==> src/inc/udpm_defines.svh <==
// Operation
// - Bus reset end reinitialises all registers; the code keeps the event flags
// - Bus reset clears endpoint status, common access
// - HS SE0 over 3 ms: fall to FS
// - J after fallback declares suspend, SE0 reset
// - FS J idle over 3 ms: suspend
// - Suspend output high until host suspends
// - Registers and flags kept across suspend
// - Host K raises suspend output clocklessly; the code registers it on core_clk_in with clk_en_in
// - After resume keep previous bus speed
// - Wakeup raises suspend output without clock; the code samples wakeup_in through two clocked stages
// - Drive resume K about 2 ms
// - Packet size field is bits 10:0
// - SE0 over 68 us is bus reset
`ifndef UDPM_DEFINES_SVH
`define UDPM_DEFINES_SVH
`define UDPM_CLK_MHZ 200
`define UDPM_IDLE_US 3000
`define UDPM_FALLBACK_MAX_US 3125
`define UDPM_J_WAIT_US 110
`define UDPM_RESET_SE0_US 68
`define UDPM_RESUME_K_US 2000
`define UDPM_IDLE_CYC (`UDPM_IDLE_US * `UDPM_CLK_MHZ)
`define UDPM_J_WAIT_CYC (`UDPM_J_WAIT_US * `UDPM_CLK_MHZ)
`define UDPM_RESET_SE0_CYC (`UDPM_RESET_SE0_US * `UDPM_CLK_MHZ)
`define UDPM_RESUME_K_CYC (`UDPM_RESUME_K_US * `UDPM_CLK_MHZ)
`define UDPM_ADDR_CTRL 4'h0
`define UDPM_ADDR_STATUS 4'h1
`define UDPM_ADDR_EVENT 4'h2
`define UDPM_ADDR_CMD 4'h3
`define UDPM_ADDR_EP_BASE 4'h8
`define UDPM_PKT_MSB 10
`define UDPM_CMD_EP_INIT 8'h01
`define UDPM_EV_SUSPEND 0
`define UDPM_EV_RESUME 1
`define UDPM_EV_RST_BEGIN 2
`define UDPM_EV_RST_END 3
`endif

==> src/inc/udpm_pkg.sv <==
package udpm_pkg;
  typedef enum logic [1:0] {UDPM_LS_SE0, UDPM_LS_J, UDPM_LS_K, UDPM_LS_SE1} udpm_line_t;
  typedef enum {UDPM_ST_ACTIVE, UDPM_ST_FALLBACK, UDPM_ST_RESET, UDPM_ST_SUSPEND,
    UDPM_ST_RESUME_K, UDPM_ST_RESUME_WAIT} udpm_state_t;
  typedef struct packed {
    logic [3:0] addr;
    logic [31:0] wdata;
    logic wr;
    logic rd;
  } udpm_bus_req_t;
  typedef struct packed {
    logic xcvr_select;
    logic term_select;
    logic drive_k;
  } udpm_phy_ctl_t;
endpackage
==> src/design/udpm_counter.sv <==
`timescale 1ns/100ps
// Saturating idle-time counter; clear restarts from zero
module udpm_counter
  import udpm_pkg::*;
#(
  parameter int WIDTH = 20
)
(
  input wire logic core_clk_in,
  input wire logic reset_in,
  input wire logic clk_en_in,
  input wire logic clear_in,
  output logic [WIDTH-1:0] count_out
);
  logic [WIDTH-1:0] count_reg;
  logic [WIDTH-1:0] count_next;

  always_comb
  begin
    count_next = count_reg;
    if (clear_in)
      count_next = '0;
    else if (count_reg != {WIDTH{1'b1}})
      count_next = count_reg + {{(WIDTH-1){1'b0}}, 1'b1};
  end

  always_ff @(posedge core_clk_in)
  begin
    if (reset_in)
      count_reg <= '0;
    else if (clk_en_in)
      count_reg <= count_next;
  end

  assign count_out = count_reg;
endmodule // udpm_counter

==> src/design/udpm_power_mgmt.sv <==
// The placing of the registers and the address-and-strobe port were left to the implementer.
`timescale 1ns/100ps
`include "udpm_defines.svh"
module udpm_power_mgmt
  import udpm_pkg::*;
#(
  parameter int NUM_EP = 4,
  parameter int IDLE_CYC = `UDPM_IDLE_CYC,
  parameter int J_WAIT_CYC = `UDPM_J_WAIT_CYC,
  parameter int RESET_SE0_CYC = `UDPM_RESET_SE0_CYC,
  parameter int RESUME_K_CYC = `UDPM_RESUME_K_CYC
)
(
  input wire logic core_clk_in,
  input wire logic reset_in,
  input wire logic clk_en_in,
  input wire logic [1:0] line_state_in,
  input wire logic bus_activity_in,
  input wire logic hs_chirp_ok_in,
  input wire logic wakeup_in,
  input wire logic [3:0] reg_addr_in,
  input wire logic [31:0] reg_wdata_in,
  input wire logic reg_wr_in,
  input wire logic reg_rd_in,
  output logic [31:0] reg_rdata_out,
  output logic suspend_n_out,
  output logic usb_reset_out,
  output logic xcvr_select_out,
  output logic term_select_out,
  output logic drive_resume_k_out,
  output logic common_bus_mode_out,
  output logic [NUM_EP-1:0] endpoint_init_cmd_out,
  output logic [NUM_EP*11-1:0] endpoint_packet_size_out
);
  localparam int CW = 24;

  typedef struct packed {
    udpm_state_t state;
    logic hs_mode;
    logic hs_before;
    logic usb_reset;
    logic suspend_n;
    udpm_phy_ctl_t phy;
    logic common_bus;
    logic remote_wake_en;
    logic [3:0] events;
    logic [NUM_EP-1:0] ep_init;
    logic [NUM_EP-1:0][7:0] ep_status;
    logic [NUM_EP-1:0][`UDPM_PKT_MSB:0] endpoint_packet_size_reg;
    logic [31:0] rdata;
    udpm_line_t line_prev;
  } udpm_state_reg_t;

  udpm_state_reg_t st_reg;
  udpm_state_reg_t st_next;
  udpm_bus_req_t req;
  logic [1:0] line_s1_reg;
  logic [1:0] line_s2_reg;
  logic wake_s1_reg;
  logic wake_s2_reg;
  logic [CW-1:0] cnt;
  logic cnt_clear;
  udpm_line_t line;

  // Pins cross from the PHY domain
  always_ff @(posedge core_clk_in)
  begin
    if (reset_in)
    begin
      line_s1_reg <= 2'h1;
      line_s2_reg <= 2'h1;
      wake_s1_reg <= 1'b0;
      wake_s2_reg <= 1'b0;
    end
    else if (clk_en_in)
    begin
      line_s1_reg <= line_state_in;
      line_s2_reg <= line_s1_reg;
      wake_s1_reg <= wakeup_in;
      wake_s2_reg <= wake_s1_reg;
    end
  end

  assign line = udpm_line_t'(line_s2_reg);
  assign req = '{addr: reg_addr_in, wdata: reg_wdata_in, wr: reg_wr_in, rd: reg_rd_in};

  function automatic logic is_ep_addr(input logic [3:0] a);
    return a >= `UDPM_ADDR_EP_BASE && a < `UDPM_ADDR_EP_BASE + 4'(NUM_EP);
  endfunction

  udpm_counter #(.WIDTH(CW)) u_idle_cnt (
    .core_clk_in(core_clk_in),
    .reset_in(reset_in),
    .clk_en_in(clk_en_in),
    .clear_in(cnt_clear),
    .count_out(cnt)
  );

  function automatic udpm_state_reg_t reg_init();
    udpm_state_reg_t r;
    r = '0;
    r.state = UDPM_ST_ACTIVE;
    r.suspend_n = 1'b1;
    r.common_bus = 1'b1;
    r.phy.xcvr_select = 1'b1;
    r.line_prev = UDPM_LS_J;
    return r;
  endfunction

  always_comb
  begin
    st_next = st_reg;
    cnt_clear = 1'b0;
    st_next.ep_init = '0;
    st_next.rdata = '0;
    unique case (st_reg.state)
      UDPM_ST_ACTIVE:
      begin
        // New line state restarts timing, so J time never counts as SE0
        if (line != st_reg.line_prev)
          cnt_clear = 1'b1;
        if (bus_activity_in || line != (st_reg.hs_mode ? UDPM_LS_SE0 : UDPM_LS_J))
        begin
          if (line == UDPM_LS_SE0 && !st_reg.hs_mode && !bus_activity_in)
          begin
            if (cnt >= CW'(RESET_SE0_CYC) && line == st_reg.line_prev)
            begin
              st_next.state = UDPM_ST_RESET;
              st_next.usb_reset = 1'b1;
              st_next.events[`UDPM_EV_RST_BEGIN] = 1'b1;
            end
          end
          else
            cnt_clear = 1'b1;
        end
        else if (st_reg.hs_mode && cnt >= CW'(IDLE_CYC))
        begin
          st_next.state = UDPM_ST_FALLBACK;
          st_next.hs_before = 1'b1;
          st_next.hs_mode = 1'b0;
          st_next.phy.xcvr_select = 1'b1;
          st_next.phy.term_select = 1'b1;
          cnt_clear = 1'b1;
        end
        else if (!st_reg.hs_mode && cnt >= CW'(IDLE_CYC))
        begin
          st_next.state = UDPM_ST_SUSPEND;
          st_next.hs_before = 1'b0;
          st_next.suspend_n = 1'b0;
          st_next.events[`UDPM_EV_SUSPEND] = 1'b1;
        end
      end
      UDPM_ST_FALLBACK:
      begin
        if (line == UDPM_LS_J)
        begin
          st_next.state = UDPM_ST_SUSPEND;
          st_next.suspend_n = 1'b0;
          st_next.events[`UDPM_EV_SUSPEND] = 1'b1;
        end
        else if (cnt >= CW'(J_WAIT_CYC))
        begin
          st_next.state = UDPM_ST_RESET;
          st_next.usb_reset = 1'b1;
          st_next.events[`UDPM_EV_RST_BEGIN] = 1'b1;
        end
      end
      UDPM_ST_RESET:
      begin
        if (hs_chirp_ok_in)
          st_next.hs_mode = 1'b1;
        if (line != UDPM_LS_SE0)
        begin
          st_next = reg_init();
          st_next.hs_mode = st_reg.hs_mode | hs_chirp_ok_in;
          st_next.phy.term_select = 1'b1;
          st_next.phy.xcvr_select = ~(st_reg.hs_mode | hs_chirp_ok_in);
          st_next.events = st_reg.events;
          st_next.events[`UDPM_EV_RST_END] = 1'b1;
          cnt_clear = 1'b1;
        end
        else
        begin
          st_next.ep_status = '0;
          st_next.common_bus = 1'b1;
        end
      end
      UDPM_ST_SUSPEND:
      begin
        cnt_clear = 1'b1;
        if (line == UDPM_LS_K)
        begin
          st_next.state = UDPM_ST_RESUME_WAIT;
          st_next.suspend_n = 1'b1;
          st_next.events[`UDPM_EV_RESUME] = 1'b1;
        end
        else if (wake_s2_reg && st_reg.remote_wake_en)
        begin
          st_next.state = UDPM_ST_RESUME_K;
          st_next.suspend_n = 1'b1;
          st_next.phy.drive_k = 1'b1;
          st_next.events[`UDPM_EV_RESUME] = 1'b1;
        end
      end
      UDPM_ST_RESUME_K:
      begin
        if (cnt >= CW'(RESUME_K_CYC))
        begin
          st_next.phy.drive_k = 1'b0;
          st_next.state = UDPM_ST_RESUME_WAIT;
          cnt_clear = 1'b1;
        end
      end
      UDPM_ST_RESUME_WAIT:
      begin
        cnt_clear = 1'b1;
        if (line == UDPM_LS_SE0)
        begin
          st_next.state = UDPM_ST_ACTIVE;
          st_next.hs_mode = st_reg.hs_before;
          st_next.phy.xcvr_select = ~st_reg.hs_before;
          st_next.phy.term_select = 1'b1;
        end
      end
    endcase
    st_next.line_prev = line;

    // Writes while reset is high are accepted; at its end all but event clears and last-cycle writes are wiped
    if (req.wr)
    begin
      unique case (1'b1)
        req.addr == `UDPM_ADDR_CTRL:
        begin
          st_next.remote_wake_en = req.wdata[0];
          st_next.common_bus = req.wdata[1];
        end
        // Write-one-to-clear; a same-cycle event wins only if its flag was clear
        req.addr == `UDPM_ADDR_EVENT:
          st_next.events = st_next.events & ~(req.wdata[3:0] & ~(st_next.events ^ st_reg.events));
        req.addr == `UDPM_ADDR_CMD:
        begin
          if (req.wdata[7:0] == `UDPM_CMD_EP_INIT)
          begin
            st_next.ep_init = '1;
            st_next.ep_status = '0;
          end
        end
        is_ep_addr(req.addr):
          st_next.endpoint_packet_size_reg[req.addr - `UDPM_ADDR_EP_BASE] =
            req.wdata[`UDPM_PKT_MSB:0];
        default:
        begin
        end
      endcase
    end
    if (req.rd)
    begin
      if (req.addr == `UDPM_ADDR_CTRL)
        st_next.rdata = {30'h0, st_reg.common_bus, st_reg.remote_wake_en};
      else if (req.addr == `UDPM_ADDR_STATUS)
        st_next.rdata = {26'h0, st_reg.phy.drive_k, st_reg.phy.term_select,
          st_reg.phy.xcvr_select, st_reg.usb_reset, st_reg.suspend_n, st_reg.hs_mode};
      else if (req.addr == `UDPM_ADDR_EVENT)
        st_next.rdata = {28'h0, st_reg.events};
      else if (is_ep_addr(req.addr))
        st_next.rdata = {21'h0, st_reg.endpoint_packet_size_reg[req.addr - `UDPM_ADDR_EP_BASE]};
    end
  end

  always_ff @(posedge core_clk_in)
  begin
    if (reset_in)
      st_reg <= reg_init();
    else if (clk_en_in)
      st_reg <= st_next;
  end

  // suspend output held high from reset
  assign suspend_n_out = st_reg.suspend_n;
  assign usb_reset_out = st_reg.usb_reset;
  assign xcvr_select_out = st_reg.phy.xcvr_select;
  assign term_select_out = st_reg.phy.term_select;
  assign drive_resume_k_out = st_reg.phy.drive_k;
  assign common_bus_mode_out = st_reg.common_bus;
  assign endpoint_init_cmd_out = st_reg.ep_init;
  assign endpoint_packet_size_out = st_reg.endpoint_packet_size_reg;
  assign reg_rdata_out = st_reg.rdata;
endmodule // udpm_power_mgmt

==> config.mk <==
export PLATFORM = sky130hd
export DESIGN_NAME = udpm_power_mgmt
export DESIGN_NICKNAME = d
export VERILOG_FILES = /design/src/inc/udpm_pkg.sv /design/src/design/udpm_counter.sv /design/src/design/udpm_power_mgmt.sv
export VERILOG_INCLUDE_DIRS = /design/src /design/src/inc
export SDC_FILE = /design/constraint.sdc
export NUM_CORES = 1
export LEC_CHECK = 0
export BUFFER_PORTS_ARGS = -buffer_cell sky130_fd_sc_hd__buf_4
export CORE_ASPECT_RATIO = 0.8
export CORE_MARGIN = 2
export CORE_UTILIZATION = 55
export DETAILED_ROUTE_END_ITERATION = 7
export PLACE_DENSITY = 0.81
export SYNTH_ARGS = -nofsm -noshare
export SYNTH_HDL_FRONTEND = slang
export SYNTH_SLANG_ARGS = --single-unit
==> constraint.sdc <==
create_clock -name core_clk_in -period 3.18 [get_ports core_clk_in]
set_input_delay 0.636 -clock core_clk_in [delete_from_list [all_inputs] [get_ports core_clk_in]]
set_output_delay 0.636 -clock core_clk_in [all_outputs]
set_load 0.01 [all_outputs]
==> results of run 1 <==
through the flow:
step | std cells | hold slack (ns)
2_1_floorplan | 759 | 0.431
3_3_place_gp | 875 | 0.439
3_5_place_dp | 875 | 0.455
4_1_cts | 891 | 0.465
5_1_grt | 891 | 0.484
6_report | 891 | 0.465
cells in the final DEF (no fill, tap or decap), types with 3 or more instances in the layout:
master	netlist	layout
a211o_1	3	3
a21o_1	5	5
a21oi_1	45	45
a22oi_1	51	51
a311oi_1	4	4
a31oi_1	5	5
a41oi_1	3	3
and3_1	10	10
buf_4	81	106
bufinv_16	0	3
clkbuf_16	0	9
conb_1	1	21
dfxtp_1	104	104
inv_1	10	10
mux2i_1	11	11
mux4_2	11	11
nand2_1	44	44
nand2b_1	6	6
nand3_1	16	16
nand4_1	18	18
nand4b_1	3	3
nor2_1	95	95
nor2b_1	18	18
nor3_1	13	13
nor3b_1	3	3
nor4_1	6	6
o211ai_1	3	3
o21ai_0	28	28
o21ai_1	15	15
o22ai_1	3	3
o31ai_1	8	8
or2_2	4	4
or3_1	11	11
or4_1	9	9
xor2_1	3	3
logic make-up after synthesis:
logic type                 after synthesis  synth area share
other                                    1          0.000623
AOI/OAI and AO/OA                      194             0.215
xor gates and xnor gates                 4           0.00583
and+or+nand+nor                        267             0.222
buffers and inverters                  144             0.145
DFF                                    104             0.346
adders and majority gates                2           0.00416
muxes                                   23            0.0614
power by group through the flow:
stage	clock network, uW	registers (uW)	logic, uW
final	1300	1330	236
after global routing	1360	1330	256
after CTS	1300	1330	231
after detailed placement	0	1360	229
after global placement	0	1360	223
after floorplan	0	1350	180
path summary, 6_finish.rpt:
kind / start / endpoint / cells after the start
worst max register to register: u_idle_cnt.count_out[19] / u_idle_cnt.count_out[6] / 7
worst min-delay path: line_s1_reg[0] / line[0] / 1
worst min register to register: line_s1_reg[0] / line[0] / 1
worst max-delay path: u_idle_cnt.count_out[19] / u_idle_cnt.count_out[6] / 7
per-layer routing:
metal,track usage,share of wire,vias to the layer above
li1,-,-,2570
met1,0.400,0.42,2715
met2,0.424,0.46,354
met3,0.0458,0.10,40
met4,0.0993,0.023,0
met5,0,0,-
cell type report:
class / instances / area share
Multi-Input combinational cell: 511 / 0.477
Clock inverter: 7 / 0.0192
Timing Repair Buffer: 106 / 0.121
Sequential cell: 104 / 0.316
Clock buffer: 9 / 0.0342
Inverter: 10 / 0.00570
Tap cell: 144 / 0.0274
==> metrics.md, run 1 <==
| Metric | Value |
|---|---|
| Slew headroom | 0.301 |
| Int Power | 2180 uW |
| Post-synth EDFFs | 0 |
| Top post-synthesis cells by area | dfxtp_1, buf_4, a22oi_1 |
| Routed WL | 16.4 mm |
| Dominant synthesized flop cell | dfxtp_1 |
| TritonCTS buffer count | 9 |
| Slowest stage cell, crit path | or4_1 |
| TritonCTS Sinks | 104 |
| Vias in the first global route | 5171 |
| Detail Placement HPWL | 11.3 mm |
| Crit path max fanout | 30 |
| Pleak | 0.00246 uW |
| CTS Hold Bufs | 0 |
| Synthesis warning total | 0 |
| Final worst slack | 0.318 ns |
| Sequential share of power | 0.465 |
| Initial DRT Pass Iterations | 7 |
| Die width | 121 um |
| Maximum vdd drop | 265 uV |
| Num rows | 34 |
| Area Overhead vs Synth | 9.49% |
| Die height | 97.5 um |
| Setup TNS | 0 ns |
| CP top delay family | simple AND/OR/NAND/NOR gates |
| Worst slack, placed | 0.404 ns |
| Most frequent cell after synthesis | dfxtp_1 |
| Top cells by count, synth | dfxtp_1, nor2_1, buf_4 |
| Final Core Density | 0.612 |
| # port buffers | 89 |
| Max-cap viol count | 0 |
| Layout filler cell count | 911 |
| Slowest Stage Delay on Critical Path | 0.76 ns |
| GP Congestion | 0.894 |
| Flops & latches, synth | 104 |
| Synth top area share | 0.346 |
| Net Sw Power | 685 uW |
| DRC | 0 |
| RSZ-0062 raised after global routing | false |
| CTS max path bufs | 2 |
| Avg WL per Cell | 18.4 um |
| Cells after Synth | 739 |
| Ports | 132 |
| Crit path DAT | 3.06 ns |
| Largest net degree at the start of global routing | 73 |
| Global-route wire length before repair | 26.7 mm |
| Worst skew pair latency | 0.35 ns |
| Post-synth cell types | 64 |
| Clock skew | 0.00546 ns |
| Reg2reg setup slack | 0.32 ns |
| CP Buf/Inv Count | 1 |
| Status | finished clean |
| Post-route ant nets | 0 |
| Tcrit/Tclk final | 0.900 |
| Post-synth ARST share | 0 |
| Avg Inst Size Synth | 8.14 um2 |
| Die area | 11800 um2 |
| Footprint of the multi-input gates | 3140 um2 |
| Share of layout cells above drive strength 1 | 0.194 |
| Total core area | 10800 um2 |
| Setup violators final | 0 |
| Worst setup SP type | register |
| Area post-placement | 6230 um2 |
| Diodes inserted | 0 |
| CTS tree | yes |
| Tot Pwr | 2860 uW |
| Tmin final | 2.86 ns |
| Critical Path RT | 3.38 ns |
| Switching Fraction | 0.239 |
| Initial antenna violation count | 0 |
| PD cells | 435 nW/um2 |
| Setup bufs post-CTS | 0 |
| F_max | 349 MHz |
| Initial DRC Count | 691 |
| PostCTS Resize Cnt | 0 |
| Clock slew at reported path FFs | 0.07 ns |
| Max reg flops | 44 |
| Clock network fraction of total power | 0.453 |
| Critical path, cell by cell | and4_4, nand4_2, or4_1, a2111oi_4, buf_4, or3_1, a21oi_1 |
| Critical path class | register to register |
| GRT Total Usage | 0.279 |
| Starting density of the core | 0.559 |
| Final instance area | 6590 um2 |
| Worst hold path class | register to register |
| Max-slew violations | 0 |
| Comb pwr share | 0.082 |
| Final #Nets | 790 |
| Clk root buf | clkbuf_16 |
| Hold Vio Cnt, Final | 0 |
| Syn Std Cell Area | 6010 um2 |
| Worst Max-Slew Pin Slew | 1.04 ns |
| Register area | 2080 um2 |
| GR Overflow Total | 0 |
| H-tree levels | 3 |
| Routed vias | 5679 |
| Synth area leader | dfxtp_1 |
| Post-synthesis sequential area ratio | 0.346 |
| Via density | 6.37 |
| Crit. End Element | register |
No activity file was read; power rests on OpenSTA's default activity.
==> run 2, diff against run 1 <==
--- a/config.mk
+++ b/config.mk
@@ -7,7 +7,7 @@
 export NUM_CORES = 1
 export LEC_CHECK = 0
 export BUFFER_PORTS_ARGS = -buffer_cell sky130_fd_sc_hd__buf_4
-export CORE_ASPECT_RATIO = 0.8
+export CAP_MARGIN = 20
 export CORE_MARGIN = 2
 export CORE_UTILIZATION = 55
 export DETAILED_ROUTE_END_ITERATION = 7
==> metrics.md, run 2 (same netlist as run 1, synthesis figures left out) <==
| Metric | Value |
|---|---|
| Max-cap viol count | 0 (unchanged) |
| Worst hold path class | input port to register |
| Vias in the first global route | 4963 (-4.0%) |
| TritonCTS buffer count | 9 (unchanged) |
| Die height | 109 um (+11%) |
| Max reg flops | 44 (unchanged) |
| Hold Path Stages | 2 (+1) |
| Via density | 6.09 (-4.5%) |
| Initial DRT Pass Iterations | 5 (-2) |
| Tmin final | 2.78 ns (-0.0817 ns) |
| Final #Nets | 788 (-0.25%) |
| Max-slew violations | 0 (unchanged) |
| Hold wc startpoint | line_state_in[0] |
| Non-Filler Instances | 885 (-0.67%) |
| Status | finished clean |
| Tcrit/Tclk final | 0.874 (-0.0257) |
| GP Congestion | 0.858 (-4.0%) |
| Critical path, cell by cell | and4_4, nand4_2, or4_1, a2111oi_4, buf_4, or4_1, a21oi_1 |
| Clk root buf | clkbuf_8 |
| Reg2reg start | u_idle_cnt.count_out[19] |
| DRC | 0 (unchanged) |
| CP Buf/Inv Count | 1 (unchanged) |
| GRT Total Usage | 0.256 (-0.0233) |
| Area post-placement | 6210 um2 (-0.32%) |
| Total core area | 10700 um2 (-0.16%) |
| CTS Hold Bufs | 0 (unchanged) |
| Slowest stage cell, crit path | or4_1 |
| RSZ-0062 raised after global routing | false |
| Reg2reg end | u_idle_cnt.count_out[12] |
| Critical path class | register to register |
| CTS tree | yes |
| Setup bufs post-CTS | 0 (unchanged) |
| Largest net degree at the start of global routing | 98 (+34%) |
| Crit path DAT | 3.02 ns (-0.04 ns) |
| Setup violators final | 0 (unchanged) |
| Setup TNS | 0 ns (unchanged) |
| Final instance area | 6430 um2 (-2.3%) |
| Crit path max fanout | 30 (unchanged) |
| Die width | 109 um (-10%) |
| # port buffers | 89 (unchanged) |
| Critical Path RT | 3.42 ns (+0.04 ns) |
| Detail Placement HPWL | 10.5 mm (-6.8%) |
| F_max | 360 MHz (+2.9%) |
| Initial DRC Count | 563 (-19%) |
| Area Overhead vs Synth | 6.95% |
| Slew headroom | 0.351 (+0.0502) |
| Crit. End Element | register |
| Worst Max-Slew Pin Slew | 0.973 ns (-0.0715 ns) |
| Post-route ant nets | 0 (unchanged) |
| Hold Vio Cnt, Final | 0 (unchanged) |
| H-tree levels | 3 (unchanged) |
| Clock skew | 0.0124 ns (+0.00697 ns) |
| Diodes inserted | 0 (unchanged) |
| Routed vias | 5386 (-5.2%) |
| Num rows | 38 (+12%) |
| Avg WL per Cell | 17.0 um (-7.8%) |
| Pleak | 0.00240 uW (-2.7%) |
| CTS max path bufs | 2 (unchanged) |
| Worst setup SP type | register |
| Clock slew at reported path FFs | 0.10 ns (+0.03 ns) |
| Layout filler cell count | 959 (+5.3%) |
| Maximum vdd drop | 318 uV (+20%) |
| Share of layout cells above drive strength 1 | 0.192 (-0.00216) |
| Reg2reg path depth | 7 (unchanged) |
| Most used cell, CP | or4_1 |
| GR Overflow Total | 0 (unchanged) |
| Slowest Stage Delay on Critical Path | 0.74 ns (-0.02 ns) |
| Initial antenna violation count | 0 (unchanged) |
| Placed insts | 869 (-0.69%) |
| Routed WL | 15.0 mm (-8.4%) |
| PD cells | 383 nW/um2 (-12%) |
| Reg2reg setup slack | 0.40 ns (+0.08 ns) |
| Worst skew pair latency | 0.39 ns (+0.04 ns) |
| Hold EP | line_s1_reg[0] |
| PostCTS Resize Cnt | 0 (unchanged) |
| Most frequent cells in the layout | dfxtp_1, buf_4, nor2_1 |
| Global-route wire length before repair | 24.1 mm (-9.8%) |
| CP top delay family | simple AND/OR/NAND/NOR gates |
| Ports | 132 (unchanged) |
| TritonCTS Sinks | 104 (unchanged) |
| Final Core Density | 0.599 (-0.0132) |
| Die area | 11800 um2 (about the same) |
| Starting density of the core | 0.560 (+0.000911) |
## run 2: cell types whose count changed in the layout (fill, tap and decap cells not counted), sizes merged
cell      previous run  this run
buf                106       104
clkinv               1         2
bufinv               3         1
clkinvlp             1         0
inv                 12        14
## run 2: cell type report
class	count	area, um2	share of cell area
Tap cell	140	175	0.0272
Sequential cell	104	2080	0.324
Clock buffer	9	124	0.0193
Timing Repair Buffer	104	781	0.121
Clock inverter	7	95.1	0.0148
Multi-Input combinational cell	511	3140	0.488
Inverter	10	37.5	0.00584
## run 2: worst max-delay path by stage
stage	slack, ns	startpoint	end	depth (start not counted)
2_1_floorplan	0.83	u_idle_cnt.count_out[19]	u_idle_cnt.count_out[14]	9
3_3_place_gp	0.55	u_idle_cnt.count_out[19]	u_idle_cnt.count_out[14]	7
3_5_place_dp	0.47	u_idle_cnt.count_out[19]	u_idle_cnt.count_out[12]	7
4_1_cts	0.45	u_idle_cnt.count_out[19]	u_idle_cnt.count_out[12]	7
5_1_grt	0.25	u_idle_cnt.count_out[17]	u_idle_cnt.count_out[12]	7
6_report	0.40	u_idle_cnt.count_out[19]	u_idle_cnt.count_out[12]	7
## run 2: report_power, final
| part | internal [uW] | switching (uW) | leakage [uW] |
|---|---|---|---|
| Sequential | 1310 | 15.0 | 0.000839 |
| Clock | 389 | 514 | 0.000111 |
| Combinational | 82.9 | 147 | 0.00145 |
| Total | 1790 | 676 | 0.00240 |
## run 2: worst reg2reg max path, stage by stage, from the launching register on
cell and delay [ns]:
dfxtp_1 0.50, and4_4 0.30, nand4_2 0.16, or4_1 0.74
a2111oi_4 0.37, buf_4 0.33, or4_1 0.17, a21oi_1 0.07
## run 2: layer usage
metal | share of wire | vias to the layer above | global-route usage | wire length, um
met2 | 0.48 | 233 | 0.425 | 7240
met3 | 0.079 | 36 | 0.0772 | 1190
met1 | 0.42 | 2543 | 0.317 | 6280
met5 | 0 | - | 0 | 0
met4 | 0.021 | 0 | 0.0842 | 316
li1 | - | 2574 | - | -
## run 2: through the flow
stage	hold slack (ns)	setup WS, ns	power, uW
floorplan	0.431	0.827	1530
CTS	0.448	0.454	2480
global placement	0.437	0.553	1580
finish	0.455	0.400	2460
detailed placement	0.446	0.472	1590
global route	0.442	0.248	2560
